==> config.mk <==
export PLATFORM = sky130hd
export DESIGN_NAME = dld_line_driver_control
export DESIGN_NICKNAME = d
export VERILOG_FILES = /design/src/dld_line_driver_control.v
export VERILOG_INCLUDE_DIRS = /design/src
export SDC_FILE = /design/constraint.sdc
export NUM_CORES = 1
export LEC_CHECK = 0
export BUFFER_PORTS_ARGS = -buffer_cell sky130_fd_sc_hd__buf_2
export CORE_MARGIN = 1
export CORE_UTILIZATION = 40
export DETAILED_ROUTE_END_ITERATION = 8
export PLACE_DENSITY = 0.74
export SYNTH_ARGS = -nofsm -noshare
export SYNTH_HDL_FRONTEND = slang
export SYNTH_SLANG_ARGS = --single-unit
==> constraint.sdc <==
create_clock -name i_clk -period 1.27 [get_ports i_clk]
set_input_delay 0.254 -clock i_clk [delete_from_list [all_inputs] [get_ports i_clk]]
set_output_delay 0.254 -clock i_clk [all_outputs]
set_load 0.03 [all_outputs]
==> src/dld_regs.vh <==
/*
  constants for the dual line driver control block: output style codes,
  pull-current field layout and timing figures.
  assumes a 20 MHz system clock.
*/
`ifndef DLD_REGS_VH
`define DLD_REGS_VH

// driver output style codes
`define DLD_STYLE_W        2
`define DLD_STYLE_SOURCE   2'h0
`define DLD_STYLE_SINK     2'h1
`define DLD_STYLE_PUSHPULL 2'h2

// pull-current field layout inside a driver configuration word
`define DLD_CFG_W          4
`define DLD_CFG_STYLE_LSB  0
`define DLD_CFG_PULLUP     2
`define DLD_CFG_PULLDN     3

// reset value of the driver configuration words (source, no pulls)
`define DLD_CFG_RESET      4'h0

// clock and short-circuit blanking interval
`define DLD_CLK_HZ         20000000
`define DLD_BLANK_US       128
`define DLD_BLANK_CYC      ((`DLD_BLANK_US * (`DLD_CLK_HZ / 1000000)))

`endif

==> src/dld_line_driver_control.v <==
/*
  decision logic for the two line drivers (line port and auxiliary output)
  and the lamp driver: strap versus serial-configured control, driver
  style, enables, levels and the shared-port role selection.
  assumes the serial register file lives outside and presents its bits as
  plain ports on i_clk; pins from outside pass a two-stage synchroniser.
*/
`timescale 1ns/1ps
`default_nettype none
`include "dld_regs.vh"

module dld_line_driver_control #(
  parameter BLANK_CYCLES = `DLD_BLANK_CYC
) (
  input  wire                    i_clk,
  input  wire                    i_srst,
  // pins from the host
  input  wire                    i_interface_select,
  input  wire                    i_select_or_totem_strap,
  input  wire                    i_serial_in_sink_strap,
  input  wire                    i_clock_enable_limit_pin,
  input  wire                    i_aux_level_in,
  input  wire                    i_serial_role_select,
  input  wire                    i_lamp_input,
  // serial-configured bits from the register file
  input  wire [`DLD_CFG_W-1:0]   i_line_cfg_reg,
  input  wire [`DLD_CFG_W-1:0]   i_aux_cfg_reg,
  input  wire                    i_line_driver_off,
  input  wire                    i_line_level_bit,
  input  wire                    i_aux_driver_off,
  input  wire                    i_aux_level_bit,
  input  wire                    i_shared_port_enable,
  input  wire                    i_shared_port_variant,
  input  wire                    i_lamp_force_bit,
  input  wire                    i_rx_disable_bit,
  input  wire                    i_aux_in_disable_bit,
  input  wire                    i_deglitch_disable_bit,
  input  wire                    i_auto_retry_bit,
  input  wire [15:0]             i_blank_cycles_cfg,
  input  wire                    i_fault_alert,
  // line port driver (open-drain style pin, oe low while driving)
  output reg                     o_line_drive,
  output reg                     o_line_oe_n,
  output reg                     o_line_pullup_en,
  output reg                     o_line_pulldn_en,
  output reg                     o_line_power_down,
  // auxiliary output driver
  output reg                     o_aux_drive,
  output reg                     o_aux_oe_n,
  output reg                     o_aux_pullup_en,
  output reg                     o_aux_pulldn_en,
  output reg                     o_aux_power_down,
  // receive side, protection and lamp
  output reg                     o_rx_enable,
  output reg                     o_aux_input_enable,
  output reg                     o_deglitch_enable,
  output reg                     o_auto_retry_enable,
  output reg  [15:0]             o_blank_cycles,
  output reg                     o_serial_slave_active,
  output reg                     o_uart_active,
  output reg                     o_alert_overcurrent_n,
  output reg                     o_lamp_on
);

  // two-stage synchronisers for every pin, one generate loop
  localparam NPIN = 7;
  wire [NPIN-1:0] pin_raw;
  reg  [NPIN-1:0] pin_meta;
  reg  [NPIN-1:0] pin_sync;
  assign pin_raw = {i_lamp_input, i_serial_role_select, i_aux_level_in,
                    i_clock_enable_limit_pin, i_serial_in_sink_strap,
                    i_select_or_totem_strap, i_interface_select};
  genvar gi;
  generate
    for (gi = 0; gi < NPIN; gi = gi + 1) begin : g_sync
      always @(posedge i_clk) begin
        if (i_srst) begin
          pin_meta[gi] <= 1'b0;
          pin_sync[gi] <= 1'b0;
        end else begin
          pin_meta[gi] <= pin_raw[gi];
          pin_sync[gi] <= pin_meta[gi];
        end
      end
    end
  endgenerate

  wire serial_mode = pin_sync[0];   // high: serial configured
  wire totem_strap = pin_sync[1];
  wire sink_strap  = pin_sync[2];   // also transmit data
  wire transmit_drive_enable_pin    = pin_sync[3];   // also transmit drive enable
  wire aux_level   = pin_sync[4];
  wire role_sel    = pin_sync[5];
  wire lamp_pin    = pin_sync[6];

  // falling-edge detect of role select, on synchronised copies only
  reg role_sel_d;
  reg latched_transmit_drive_enable;
  reg latched_tx;
  always @(posedge i_clk) begin
    if (i_srst) begin
      role_sel_d   <= 1'b0;
      latched_transmit_drive_enable <= 1'b0;
      latched_tx   <= 1'b1;   // driver off until first capture
    end else begin
      role_sel_d <= role_sel;
      if (role_sel_d && !role_sel) begin
        latched_transmit_drive_enable <= transmit_drive_enable_pin;
        latched_tx   <= sink_strap;
      end
    end
  end

  // shared-port role selection and effective transmit levels
  reg shared_uart;
  reg eff_transmit_drive_enable;
  reg eff_tx;
  always @* begin
    shared_uart = 1'b0;
    eff_transmit_drive_enable    = transmit_drive_enable_pin;
    eff_tx      = sink_strap;
    if (serial_mode && i_shared_port_enable) begin
      if (!i_shared_port_variant) begin
        shared_uart = totem_strap;
      end else begin
        shared_uart = role_sel;
        // in the detect cycle the live pins equal what is being latched
        if (!role_sel && !role_sel_d) begin
          eff_transmit_drive_enable = latched_transmit_drive_enable;
          eff_tx   = latched_tx;
        end
      end
    end
  end

  // strap-selected style
  reg [`DLD_STYLE_W-1:0] strap_style;
  always @* begin
    if (totem_strap)
      strap_style = `DLD_STYLE_PUSHPULL;
    else if (sink_strap)
      strap_style = `DLD_STYLE_SINK;
    else
      strap_style = `DLD_STYLE_SOURCE;
  end

  // per-driver decision: en (drive), lvl (pin-side level source), style
  function [1:0] dld_drive;   // {oe_active, drive_value}
    input [`DLD_STYLE_W-1:0] style;
    input                    en;
    input                    lvl;
    reg                      want;
    begin
      want = ~lvl;
      dld_drive = 2'h0;
      if (en) begin
        case (style)
          `DLD_STYLE_SINK:     dld_drive = want ? 2'h0 : 2'h2;
          `DLD_STYLE_SOURCE:   dld_drive = want ? 2'h3 : 2'h0;
          `DLD_STYLE_PUSHPULL: dld_drive = {1'b1, want};
          default:             dld_drive = 2'h0;
        endcase
      end
    end
  endfunction

  // combinational driver decisions, registered once at the output
  reg [1:0] line_d;
  reg [1:0] aux_d;
  reg [`DLD_STYLE_W-1:0] line_style;
  reg [`DLD_STYLE_W-1:0] aux_style;
  always @* begin
    line_style = strap_style;
    aux_style  = strap_style;
    if (!serial_mode) begin
      line_d = dld_drive(strap_style, transmit_drive_enable_pin, sink_strap);
      aux_d  = dld_drive(strap_style, 1'b1, aux_level);
    end else begin
      line_style = i_line_cfg_reg[`DLD_CFG_STYLE_LSB +: `DLD_STYLE_W];
      aux_style  = i_aux_cfg_reg[`DLD_CFG_STYLE_LSB +: `DLD_STYLE_W];
      if (i_line_driver_off)
        line_d = 2'h0;
      else if (i_line_level_bit)
        line_d = dld_drive(line_style, 1'b1, 1'b0);
      else if (shared_uart || !i_shared_port_enable || i_shared_port_variant)
        line_d = dld_drive(line_style, eff_transmit_drive_enable, eff_tx);
      else
        line_d = 2'h0;  // variant 0 slave role: shared pins carry serial data
      if (i_aux_driver_off)
        aux_d = 2'h0;
      else if (i_aux_level_bit)
        aux_d = dld_drive(aux_style, 1'b1, 1'b0);
      else
        aux_d = dld_drive(aux_style, 1'b1, aux_level);
    end
  end

  // output stage; one cycle after the synchronisers
  always @(posedge i_clk) begin
    if (i_srst) begin
      o_line_drive          <= 1'b0;
      o_line_oe_n           <= 1'b1;
      o_line_pullup_en      <= 1'b0;
      o_line_pulldn_en      <= 1'b0;
      o_line_power_down     <= 1'b0;
      o_aux_drive           <= 1'b0;
      o_aux_oe_n            <= 1'b1;
      o_aux_pullup_en       <= 1'b0;
      o_aux_pulldn_en       <= 1'b0;
      o_aux_power_down      <= 1'b0;
      o_rx_enable           <= 1'b1;
      o_aux_input_enable    <= 1'b1;
      o_deglitch_enable     <= 1'b1;
      o_auto_retry_enable   <= 1'b0;
      o_blank_cycles        <= BLANK_CYCLES[15:0];
      o_serial_slave_active <= 1'b0;
      o_uart_active         <= 1'b0;
      o_alert_overcurrent_n <= 1'b1;
      o_lamp_on             <= 1'b0;
    end else begin
      o_line_oe_n  <= ~line_d[1];
      o_line_drive <= line_d[0];
      o_aux_oe_n   <= ~aux_d[1];
      o_aux_drive  <= aux_d[0];
      o_line_power_down <= serial_mode & i_line_driver_off;
      o_aux_power_down  <= serial_mode & i_aux_driver_off;
      if (!serial_mode) begin
        o_line_pullup_en    <= 1'b0;
        o_line_pulldn_en    <= 1'b0;
        o_aux_pullup_en     <= 1'b0;
        o_aux_pulldn_en     <= 1'b0;
        o_auto_retry_enable <= 1'b0;
        o_rx_enable         <= 1'b1;
        o_aux_input_enable  <= 1'b1;
        o_deglitch_enable   <= 1'b1;
        o_blank_cycles      <= BLANK_CYCLES[15:0];
        o_serial_slave_active <= 1'b0;
        o_uart_active         <= 1'b0;
      end else begin
        o_line_pullup_en    <= i_line_cfg_reg[`DLD_CFG_PULLUP];
        o_line_pulldn_en    <= i_line_cfg_reg[`DLD_CFG_PULLDN];
        o_aux_pullup_en     <= i_aux_cfg_reg[`DLD_CFG_PULLUP];
        o_aux_pulldn_en     <= i_aux_cfg_reg[`DLD_CFG_PULLDN];
        o_auto_retry_enable <= i_auto_retry_bit;
        o_rx_enable         <= ~i_rx_disable_bit;
        o_aux_input_enable  <= ~i_aux_in_disable_bit;
        o_deglitch_enable   <= ~i_deglitch_disable_bit;
        o_blank_cycles      <= i_blank_cycles_cfg;
        o_serial_slave_active <= ~shared_uart;
        o_uart_active         <= shared_uart | ~i_shared_port_enable;
      end
      o_alert_overcurrent_n <= ~i_fault_alert;
      o_lamp_on <= lamp_pin | i_lamp_force_bit;
    end
  end

endmodule
`default_nettype wire

-- Yosys cells after proc, flatten, opt, wreduce, memory -nomap -nowiden
Index checks and enable logic that the tools add are counted.
- bits in registers: 51
- bits of input ports: 45
- output and inout bits: 34
- equality and inequality tests: 6
- muxes and demuxes: 31
- bitwise operators: 16
- reduce and logical (&&, ||, !) cells: 14
- operators with widths (kind ; number):
    $mux W2 ; 18
    $pmux W2 S3 ; 4
    $not A1 Y1 ; 12
    $mux W1 ; 9
    $eq A2 B1 Y1 const B ; 3
    $eq A2 B2 Y1 const B ; 3
    $logic_not A2 Y1 ; 3
    $reduce_or A2 Y1 ; 3
    $logic_and A1 B1 Y1 ; 3
    $logic_not A1 Y1 ; 3
    $and A1 B1 Y1 ; 2
    $logic_or A1 B1 Y1 ; 2
    $or A1 B1 Y1 ; 2

-- Longest topological paths before layout
Gate-level depths: netlist of run 1.
- depth after elaboration: 13
- gate-level depth with buffers: 6
- mapped depth without buffers: 5

-- Worst setup path before layout of run 1
No wires, ideal clock.
- path type: reg-to-reg
- start point: reg pin_sync[0], in the netlist serial_mode
- end point: reg o_line_oe_n
- setup time: 115 ps
- data arrival time: 1296 ps
- data required time: 1155 ps
- setup slack: -140 ps
- cell stages (with the launch flop): 7
- path buffers: 1
- period minus slack after synthesis: 1410 ps
- path through: dfxtp_1 buf_6 nand3_2 nor3_4 mux2i_1 o41a_1 o21a_1
- word-level cells in the longest chain between the ends: 10
- ends and longest elaborated chain (item ; RTL line ; text):
    start, declared ; dld_line_driver_control.v:69 ; reg [NPIN-1:0] pin_sync;
    start signal, assigned by index ; dld_line_driver_control.v:82 ; pin_sync[gi] <= pin_meta[gi];
    $logic_and A1 B1 Y1 ; dld_line_driver_control.v:122 ; if (serial_mode && i_shared_port_enable) begin
    $mux W1 ; dld_line_driver_control.v:122 ;
    $mux W2 (on tied branches) ; dld_line_driver_control.v:159, dld_line_driver_control.v:158 ;
    $pmux W2 S3 ; dld_line_driver_control.v:157 ; case (style)
    $mux W2 ; dld_line_driver_control.v:156 ; if (en) begin
    $mux W2 ; dld_line_driver_control.v:185 ; else if (shared_uart || !i_shared_port_enable || i_shared_port_variant)
    $mux W2 ; dld_line_driver_control.v:183 ; else if (i_line_level_bit)
    $mux W2 ; dld_line_driver_control.v:181 ; if (i_line_driver_off)
    $mux W2 (*) ; dld_line_driver_control.v:175 ; if (!serial_mode) begin
    $not A1 Y1 (*) ; dld_line_driver_control.v:221 ; o_line_oe_n <= ~line_d[1];
    end signal, assigned ; dld_line_driver_control.v:221 ;
    end, declared ; dld_line_driver_control.v:43 ; output reg o_line_oe_n,
Every way passes the cells marked *; elsewhere a longest branch is shown, timed or not.
A chain may end at the register's enable or synchronous reset.

-- Worst setup path in the final report of run 1
Same ends and word-level chain as after synthesis.

==> results of run 1 <==
==> cells by family after synthesis <==
family	synth area share
simple gates	0.2618
flops	0.6229
xor+xnor	0.01069
mux	0.03817
buf+inv	0.02290
compound gates	0.04351
==> power groups by stage <==
stage	clock, mW	combinational, mW	sequential (mW)
6_report	0.964	0.268	1.66
5_1_grt	1.09	0.294	1.67
4_1_cts	1.01	0.263	1.66
3_5_place_dp	0	0.261	1.70
3_3_place_gp	0	0.259	1.70
2_1_floorplan	0	0.0827	1.75
==> worst max path at each step <==
stage                     start          end  slack, ns  cells after the start
floorplan           serial_mode  o_line_oe_n      -0.14                      6
global placement    serial_mode  o_line_oe_n      -0.15                      5
detailed placement  serial_mode  o_line_oe_n      -0.18                      5
CTS                 serial_mode  o_line_oe_n      -0.19                      5
global route        serial_mode  o_line_oe_n      -0.17                      5
finish              serial_mode  o_line_oe_n      -0.14                      5
==> stage by stage <==
stage | instance area (sq um) | worst slack (ns) | std cells
5_1_grt | 2268 | -0.1734 | 288
3_5_place_dp | 2131 | -0.1807 | 279
4_1_cts | 2240 | -0.1856 | 288
6_report | 2268 | -0.1353 | 288
3_3_place_gp | 2131 | -0.1486 | 279
2_1_floorplan | 1639 | -0.1402 | 149
==> routing by layer <==
metal,vias to the layer above,global-route usage
li1,653,-
met1,569,0.1413
met2,52,0.2717
met3,2,0.06552
met4,0,0.07181
met5,-,0
==> critical path: stages, from the launching register on <==
cell and delay, ns:
dfxtp_2 0.35, nand3_2 0.07, nor3_4 0.26, mux2i_1 0.13
o41a_1 0.39, o21a_1 0.11
==> final cells by class <==
cell class | instances | area share
Sequential cell | 51 | 0.4506
Clock buffer | 8 | 0.04413
Tap cell | 48 | 0.02648
Multi-Input combinational cell | 90 | 0.2670
Inverter | 3 | 0.004964
Timing Repair Buffer | 88 | 0.2068
==> cells in the final DEF, fill, tap and decap left out, types with 2 or more instances in the layout <==
master and instances:
or3_1 2, dfxtp_1 50, nand2b_1 7, buf_2 78, inv_1 3, buf_4 9
clkbuf_8 7, nor2_1 7, nand2_1 5, and2_1 21, nor2b_1 22, a21oi_1 4
nor3_1 2, xor2_1 2, mux2i_1 3
==> repair_timing <==
item / in CTS / in global routing
gates resized for setup: 1 / 6
setup endpoints to repair: 2 / 18
pin swaps: 3 / 4
endpoints found under the hold margin: 0 / 0
setup buffers: 1 / 0
==> results by group, run 1 <==
Cells and area
  • N_diodes: 0
  • Biggest register: o_blank_cycles
  • Number of flip-flops under the largest register name: 16
  • Largest registers: o_blank_cycles x16, pin_meta x7
  • Area grow syn2layout: 38.40%
  • Reg area: 1022 sq um
  • Layout Nets: 284
  • Core Util, Final: 0.5972
  • Multi-input logic area: 605.6 sq um
  • Share of layout cells above drive strength 1: 0.4375
  • Fill cell count: 347

Outcome
  • Failing checks: setup timing
  • Status: complete, but fails checks

STA
  • Worst Tran Pin Value: 0.3125 ns
  • Clk_skew: 0.002877 ns
  • Worst hold slack: 0.1091 ns
  • Fmax: 711.6 MHz
  • Slew Viols, Final: 0
  • Setup ws final: -0.1353 ns
  • Unrepaired setup endpoints after global routing: yes
  • Setup TNS: -0.1353 ns
  • Number of hold violations in the final report: 0
  • Final min period: 1.405 ns
  • Worst slew margin: 0.7910
  • Final setup violation count: 1
  • Final worst-path cycle share: 1.107

Detailed routing
  • Detailed-route wire length: 3023 um
  • Routed Antenna Nets: 0
  • DRT iter0 DRCs: 13
  • Met2 Wirelength: 1455 um
  • WL met1: 1234 um
  • Pre-antenna DRT Iters: 4
  • DRC errors left: 0
  • Highest routed metal layer: met4
  • Wire per inst: 10.50 um
  • Met3 Wirelength: 305 um
  • Vias: 1,276
  • Routed vias/inst: 4.431

Floorplan
  • Placeable Area: 3799 sq um
  • I/O pins: 79
  • DIE AREA: 4358 sq um
  • Rows: 22
  • Initial Util: 0.4315
  • Die X: 66.02 um
  • Die Ht: 66.02 um

Clocking
  • Worst-Skew Late Latency: 0.29 ns
  • Maximum buffer depth of the clock tree: 2
  • Clock sink total: 51
  • CTS Buf Count: 5
  • CTS tree: yes
  • H-tree depth: 2
  • CTS clk-pin slew, worst paths: 0.08 ns
  • CTS Root Buffer Type: clkbuf_8
  • CTS Hold Bufs: 0

Synthesis
  • Avg Inst Size Synth: 11.00 sq um
  • Top cell type by total area after synthesis: dfxtp_1
  • Synth Cell Area: 1639 sq um
  • Most instantiated cells after synthesis: dfxtp_1, nor2b_1, and2_1
  • Ys async rst share: 0
  • Netlist cell types: 26
  • EDFF count, synth: 0
  • Sequential element share of the synthesized area: 0.6229
  • Syn Nets: 194
  • Yosys warning total: 0
  • Most frequent cell after synthesis: dfxtp_1
  • Synth top area share: 0.6229
  • Top post-synthesis cells by area: dfxtp_1, nor2b_1, and2_1
  • Yosys reg bits: 51
  • Post-Syn Instances: 149
  • Main synth FF type: dfxtp_1

Placement
  • Post-DP HPWL: 2325 um
  • Gpl congestion: 0.8415
  • Port bufs: 78

Min path
  • Hold path depth: 2
  • WHS Endpoint: o_rx_enable
  • Min-delay src: i_rx_disable_bit
  • HP Class: in2reg

Worst setup path
  • R2R depth: 5
  • Crit path required time: 1.46 ns
  • Worst reg2reg path startpoint: serial_mode
  • Crit-path max FO: 4
  • Setup crit start kind: register
  • Crit path kind: reg2reg
  • FF-to-FF setup slack: -0.14 ns
  • Crit path capture type: register
  • Worst Path Arrival: 1.60 ns
  • R2R Path End: o_line_oe_n

Power and ir drop
  • Power density over the cells: 1276 nW/um^2
  • Pint: 2.273 mW
  • Clock power frac: 0.333
  • Leakage power: 1.073 nW
  • Comb pwr share: 0.093
  • Switch share: 0.2147
  • Flop pwr share: 0.574
  • Net Sw Power: 0.6216 mW
  • Overall power: 2.895 mW
  • Worst ir drop on vdd: 779.5 uV

Global routing
  • Largest net degree at the start of global routing: 27
  • Congestion Overflow GR: 0
  • GRT Overall Usage: 0.1493
  • Initial antenna violation count: 0
  • First-pass GRT wire length: 4788 um
  • Vias in the first global route: 1,186

Run
  • Number of max-cap violations: 0
No activity file was read; power rests on OpenSTA's default activity.
==> run 2: changes to the inputs <==
--- a/config.mk
+++ b/config.mk
@@ -9,6 +9,7 @@
 export BUFFER_PORTS_ARGS = -buffer_cell sky130_fd_sc_hd__buf_2
 export CORE_MARGIN = 1
 export CORE_UTILIZATION = 40
+export CTS_CLUSTER_DIAMETER = 40
 export DETAILED_ROUTE_END_ITERATION = 8
 export PLACE_DENSITY = 0.74
 export SYNTH_ARGS = -nofsm -noshare
==> constraint.sdc (replaced) <==
create_clock -name i_clk -period 1.1 [get_ports i_clk]
set_input_delay 0.22 -clock i_clk [delete_from_list [all_inputs] [get_ports i_clk]]
set_output_delay 0.22 -clock i_clk [all_outputs]
set_load 0.03 [all_outputs]
==> run 2 against run 1 <==
The run still ends with setup timing left. Total power up 13%. Design area up 4.6%. Largest power group unchanged. Clock skew down 0.00058 ns. Fmax up 1.7%. Register-to-register slack worse by 0.15 ns. Sequential cell count unchanged. Count of clock-buffer cells in the layout down 2. Core utilization up 2.8 points. Non-clock buffer count up 8. Critical path depth unchanged.
==> results by group, run 2 (same netlist as run 1, synthesis figures left out) <==
Detailed routing
  • Pre-antenna DRT Iters: 4
  • DRC errors left: 0
  • Wire per inst: 10.82 um
  • Routed vias/inst: 4.437
  • Vias: 1,309
  • Detailed-route wire length: 3191 um
  • DRT iter0 DRCs: 31
  • Routed Antenna Nets: 0

Cells and area
  • Largest registers: o_blank_cycles x16, pin_meta x7
  • Commonest non-fill, non-tap cell in the layout: buf_2
  • Area grow syn2layout: 44.81%
  • Cell Count, Final, Fillers Out: 295
  • Layout Nets: 292
  • Cell area after layout: 2374 sq um
  • Number of flip-flops under the largest register name: 16
  • Most frequent cells in the layout: buf_2, dfxtp_1, nor2b_1, and2_1, buf_4
  • Share of layout cells above drive strength 1: 0.4899
  • Biggest register: o_blank_cycles
  • N_diodes: 0

STA
  • Final worst-path cycle share: 1.256
  • Setup ws final: -0.2819 ns
  • Worst hold slack: 0.07763 ns
  • Final setup violation count: 9
  • Fmax: 723.6 MHz
  • Slew Viols, Final: 0
  • Worst slew margin: 0.8346
  • Setup TNS: -0.4375 ns
  • Final min period: 1.382 ns
  • Worst Tran Pin Value: 0.2472 ns
  • Clk_skew: 0.002294 ns
  • Unrepaired setup endpoints after global routing: yes
  • Number of hold violations in the final report: 0

Power and ir drop
  • Clock power frac: 0.312
  • Worst ir drop on vdd: 983.3 uV
  • Comb pwr share: 0.103
  • Switch share: 0.2182
  • Flop pwr share: 0.585
  • Net Sw Power: 0.7149 mW
  • Pint: 2.561 mW
  • Power density over the cells: 1380 nW/um^2
  • Leakage power: 1.127 nW

Clocking
  • CTS Buf Count: 5
  • CTS Hold Bufs: 0
  • H-tree depth: 2
  • Worst-Skew Late Latency: 0.29 ns
  • Clock sink total: 51
  • Maximum buffer depth of the clock tree: 2
  • CTS clk-pin slew, worst paths: 0.08 ns
  • CTS Root Buffer Type: clkbuf_8
  • CTS tree: yes

Worst setup path
  • CP Launch Point: serial_mode
  • Critical path's slowest cell: o41a_1
  • Worst setup path end: o_line_oe_n
  • Crit-path max FO: 4
  • R2R depth: 5
  • Setup crit start kind: register
  • Worst reg2reg path startpoint: serial_mode
  • Crit path required time: 1.29 ns
  • Crit path capture type: register
  • R2R Path End: o_line_oe_n
  • Cell Chain, Critical Path: nand3_4 > nor3_4 > mux2i_1 > o41a_1 > o21a_1
  • Crit path kind: reg2reg
  • Worst Path Arrival: 1.57 ns
  • Largest stage delay on the critical path: 0.41 ns
  • FF-to-FF setup slack: -0.28 ns

Run
  • Number of max-cap violations: 0

Placement
  • Port bufs: 78
  • Pre-CTS setup slack: -0.2696 ns
  • Post-DP HPWL: 2178 um
  • DP Cell Count: 284
  • Gpl congestion: 0.8269
  • Placed Instance Area: 2177 sq um

Floorplan
  • Die X: 66.02 um
  • Rows: 22
  • DIE AREA: 4358 sq um
  • I/O pins: 79
  • Placeable Area: 3799 sq um
  • Die Ht: 66.02 um
  • Initial Util: 0.4315

Outcome
  • Status: complete, but fails checks
  • Failing checks: setup timing

Global routing
  • Largest net degree at the start of global routing: 27
  • GRT Overall Usage: 0.1452
  • Vias in the first global route: 1,105
  • Congestion Overflow GR: 0
  • First-pass GRT wire length: 4733 um
  • Initial antenna violation count: 0

Min path
  • HP Class: in2reg
## run 2: cell count changes in the layout (fill, tap and decap cells not counted), moves of 2 or more
cell     change
and2_1       -7
nor2b_2      +2
and2_4       +7
buf_4        +4
nor2b_1      -3
buf_6        +2
## run 2: repair_timing
action	4_1_cts	5_1_grt
gates cloned	0	2
pin swaps	2	9
gates resized for setup	2	17
setup buffers	2	1
setup endpoints to repair	3	27
## run 2: area by class of cell
| class | instances | area, sq um |
|---|---|---|
| multi-input cells | 90 | 628.1 |
| inverters | 3 | 11.26 |
| fillers | 337 | 1425 |
| flip-flops and latches | 51 | 1025 |
| clock inverters | 1 | 5.005 |
| clock buffers | 6 | 82.58 |
| repair buffers | 96 | 561.8 |
| well taps | 48 | 60.06 |
## run 2: worst min-delay path by stage
stage,start,cells past startpoint,endpoint,slack (ns)
global placement,i_aux_in_disable_bit,2,o_aux_input_enable,0.38
CTS,i_deglitch_disable_bit,2,o_deglitch_enable,0.06
detailed placement,i_deglitch_disable_bit,2,o_deglitch_enable,0.39
global route,i_rx_disable_bit,2,o_rx_enable,0.06
floorplan,i_aux_in_disable_bit,1,o_aux_input_enable,0.28
finish,i_deglitch_disable_bit,2,o_deglitch_enable,0.08
## run 2: stage by stage
step	util	power [mW]
5_1_grt	0.6248	3.450
3_3_place_gp	0.5731	2.270
3_5_place_dp	0.5731	2.271
6_report	0.6248	3.276
2_1_floorplan	-	2.122
4_1_cts	0.5998	3.310
## run 2: power by group through the flow
stage | registers (mW) | clock network, mW | logic, mW
after floorplan | 2.03 | 0 | 0.0964
after global placement | 1.96 | 0 | 0.309
after detailed placement | 1.96 | 0 | 0.309
after CTS | 1.92 | 1.08 | 0.314
after global routing | 1.92 | 1.16 | 0.369
final | 1.92 | 1.02 | 0.337
## run 2: metal layers
metal / track usage / up-vias / wire, um
li1: - / 669 / -
met1: 0.1699 / 571 / 1406
met2: 0.2398 / 66 / 1483
met3: 0.05345 / 3 / 287
met4: 0.05585 / 0 / 14
met5: 0 / - / 0
## run 2: critical path, delay by kind of cell, from the launching register on
kind | cells | cell delay [ns]
compound gates | 2 | 0.51
simple gates | 2 | 0.28
mux | 1 | 0.12
flops | 1 | 0.37
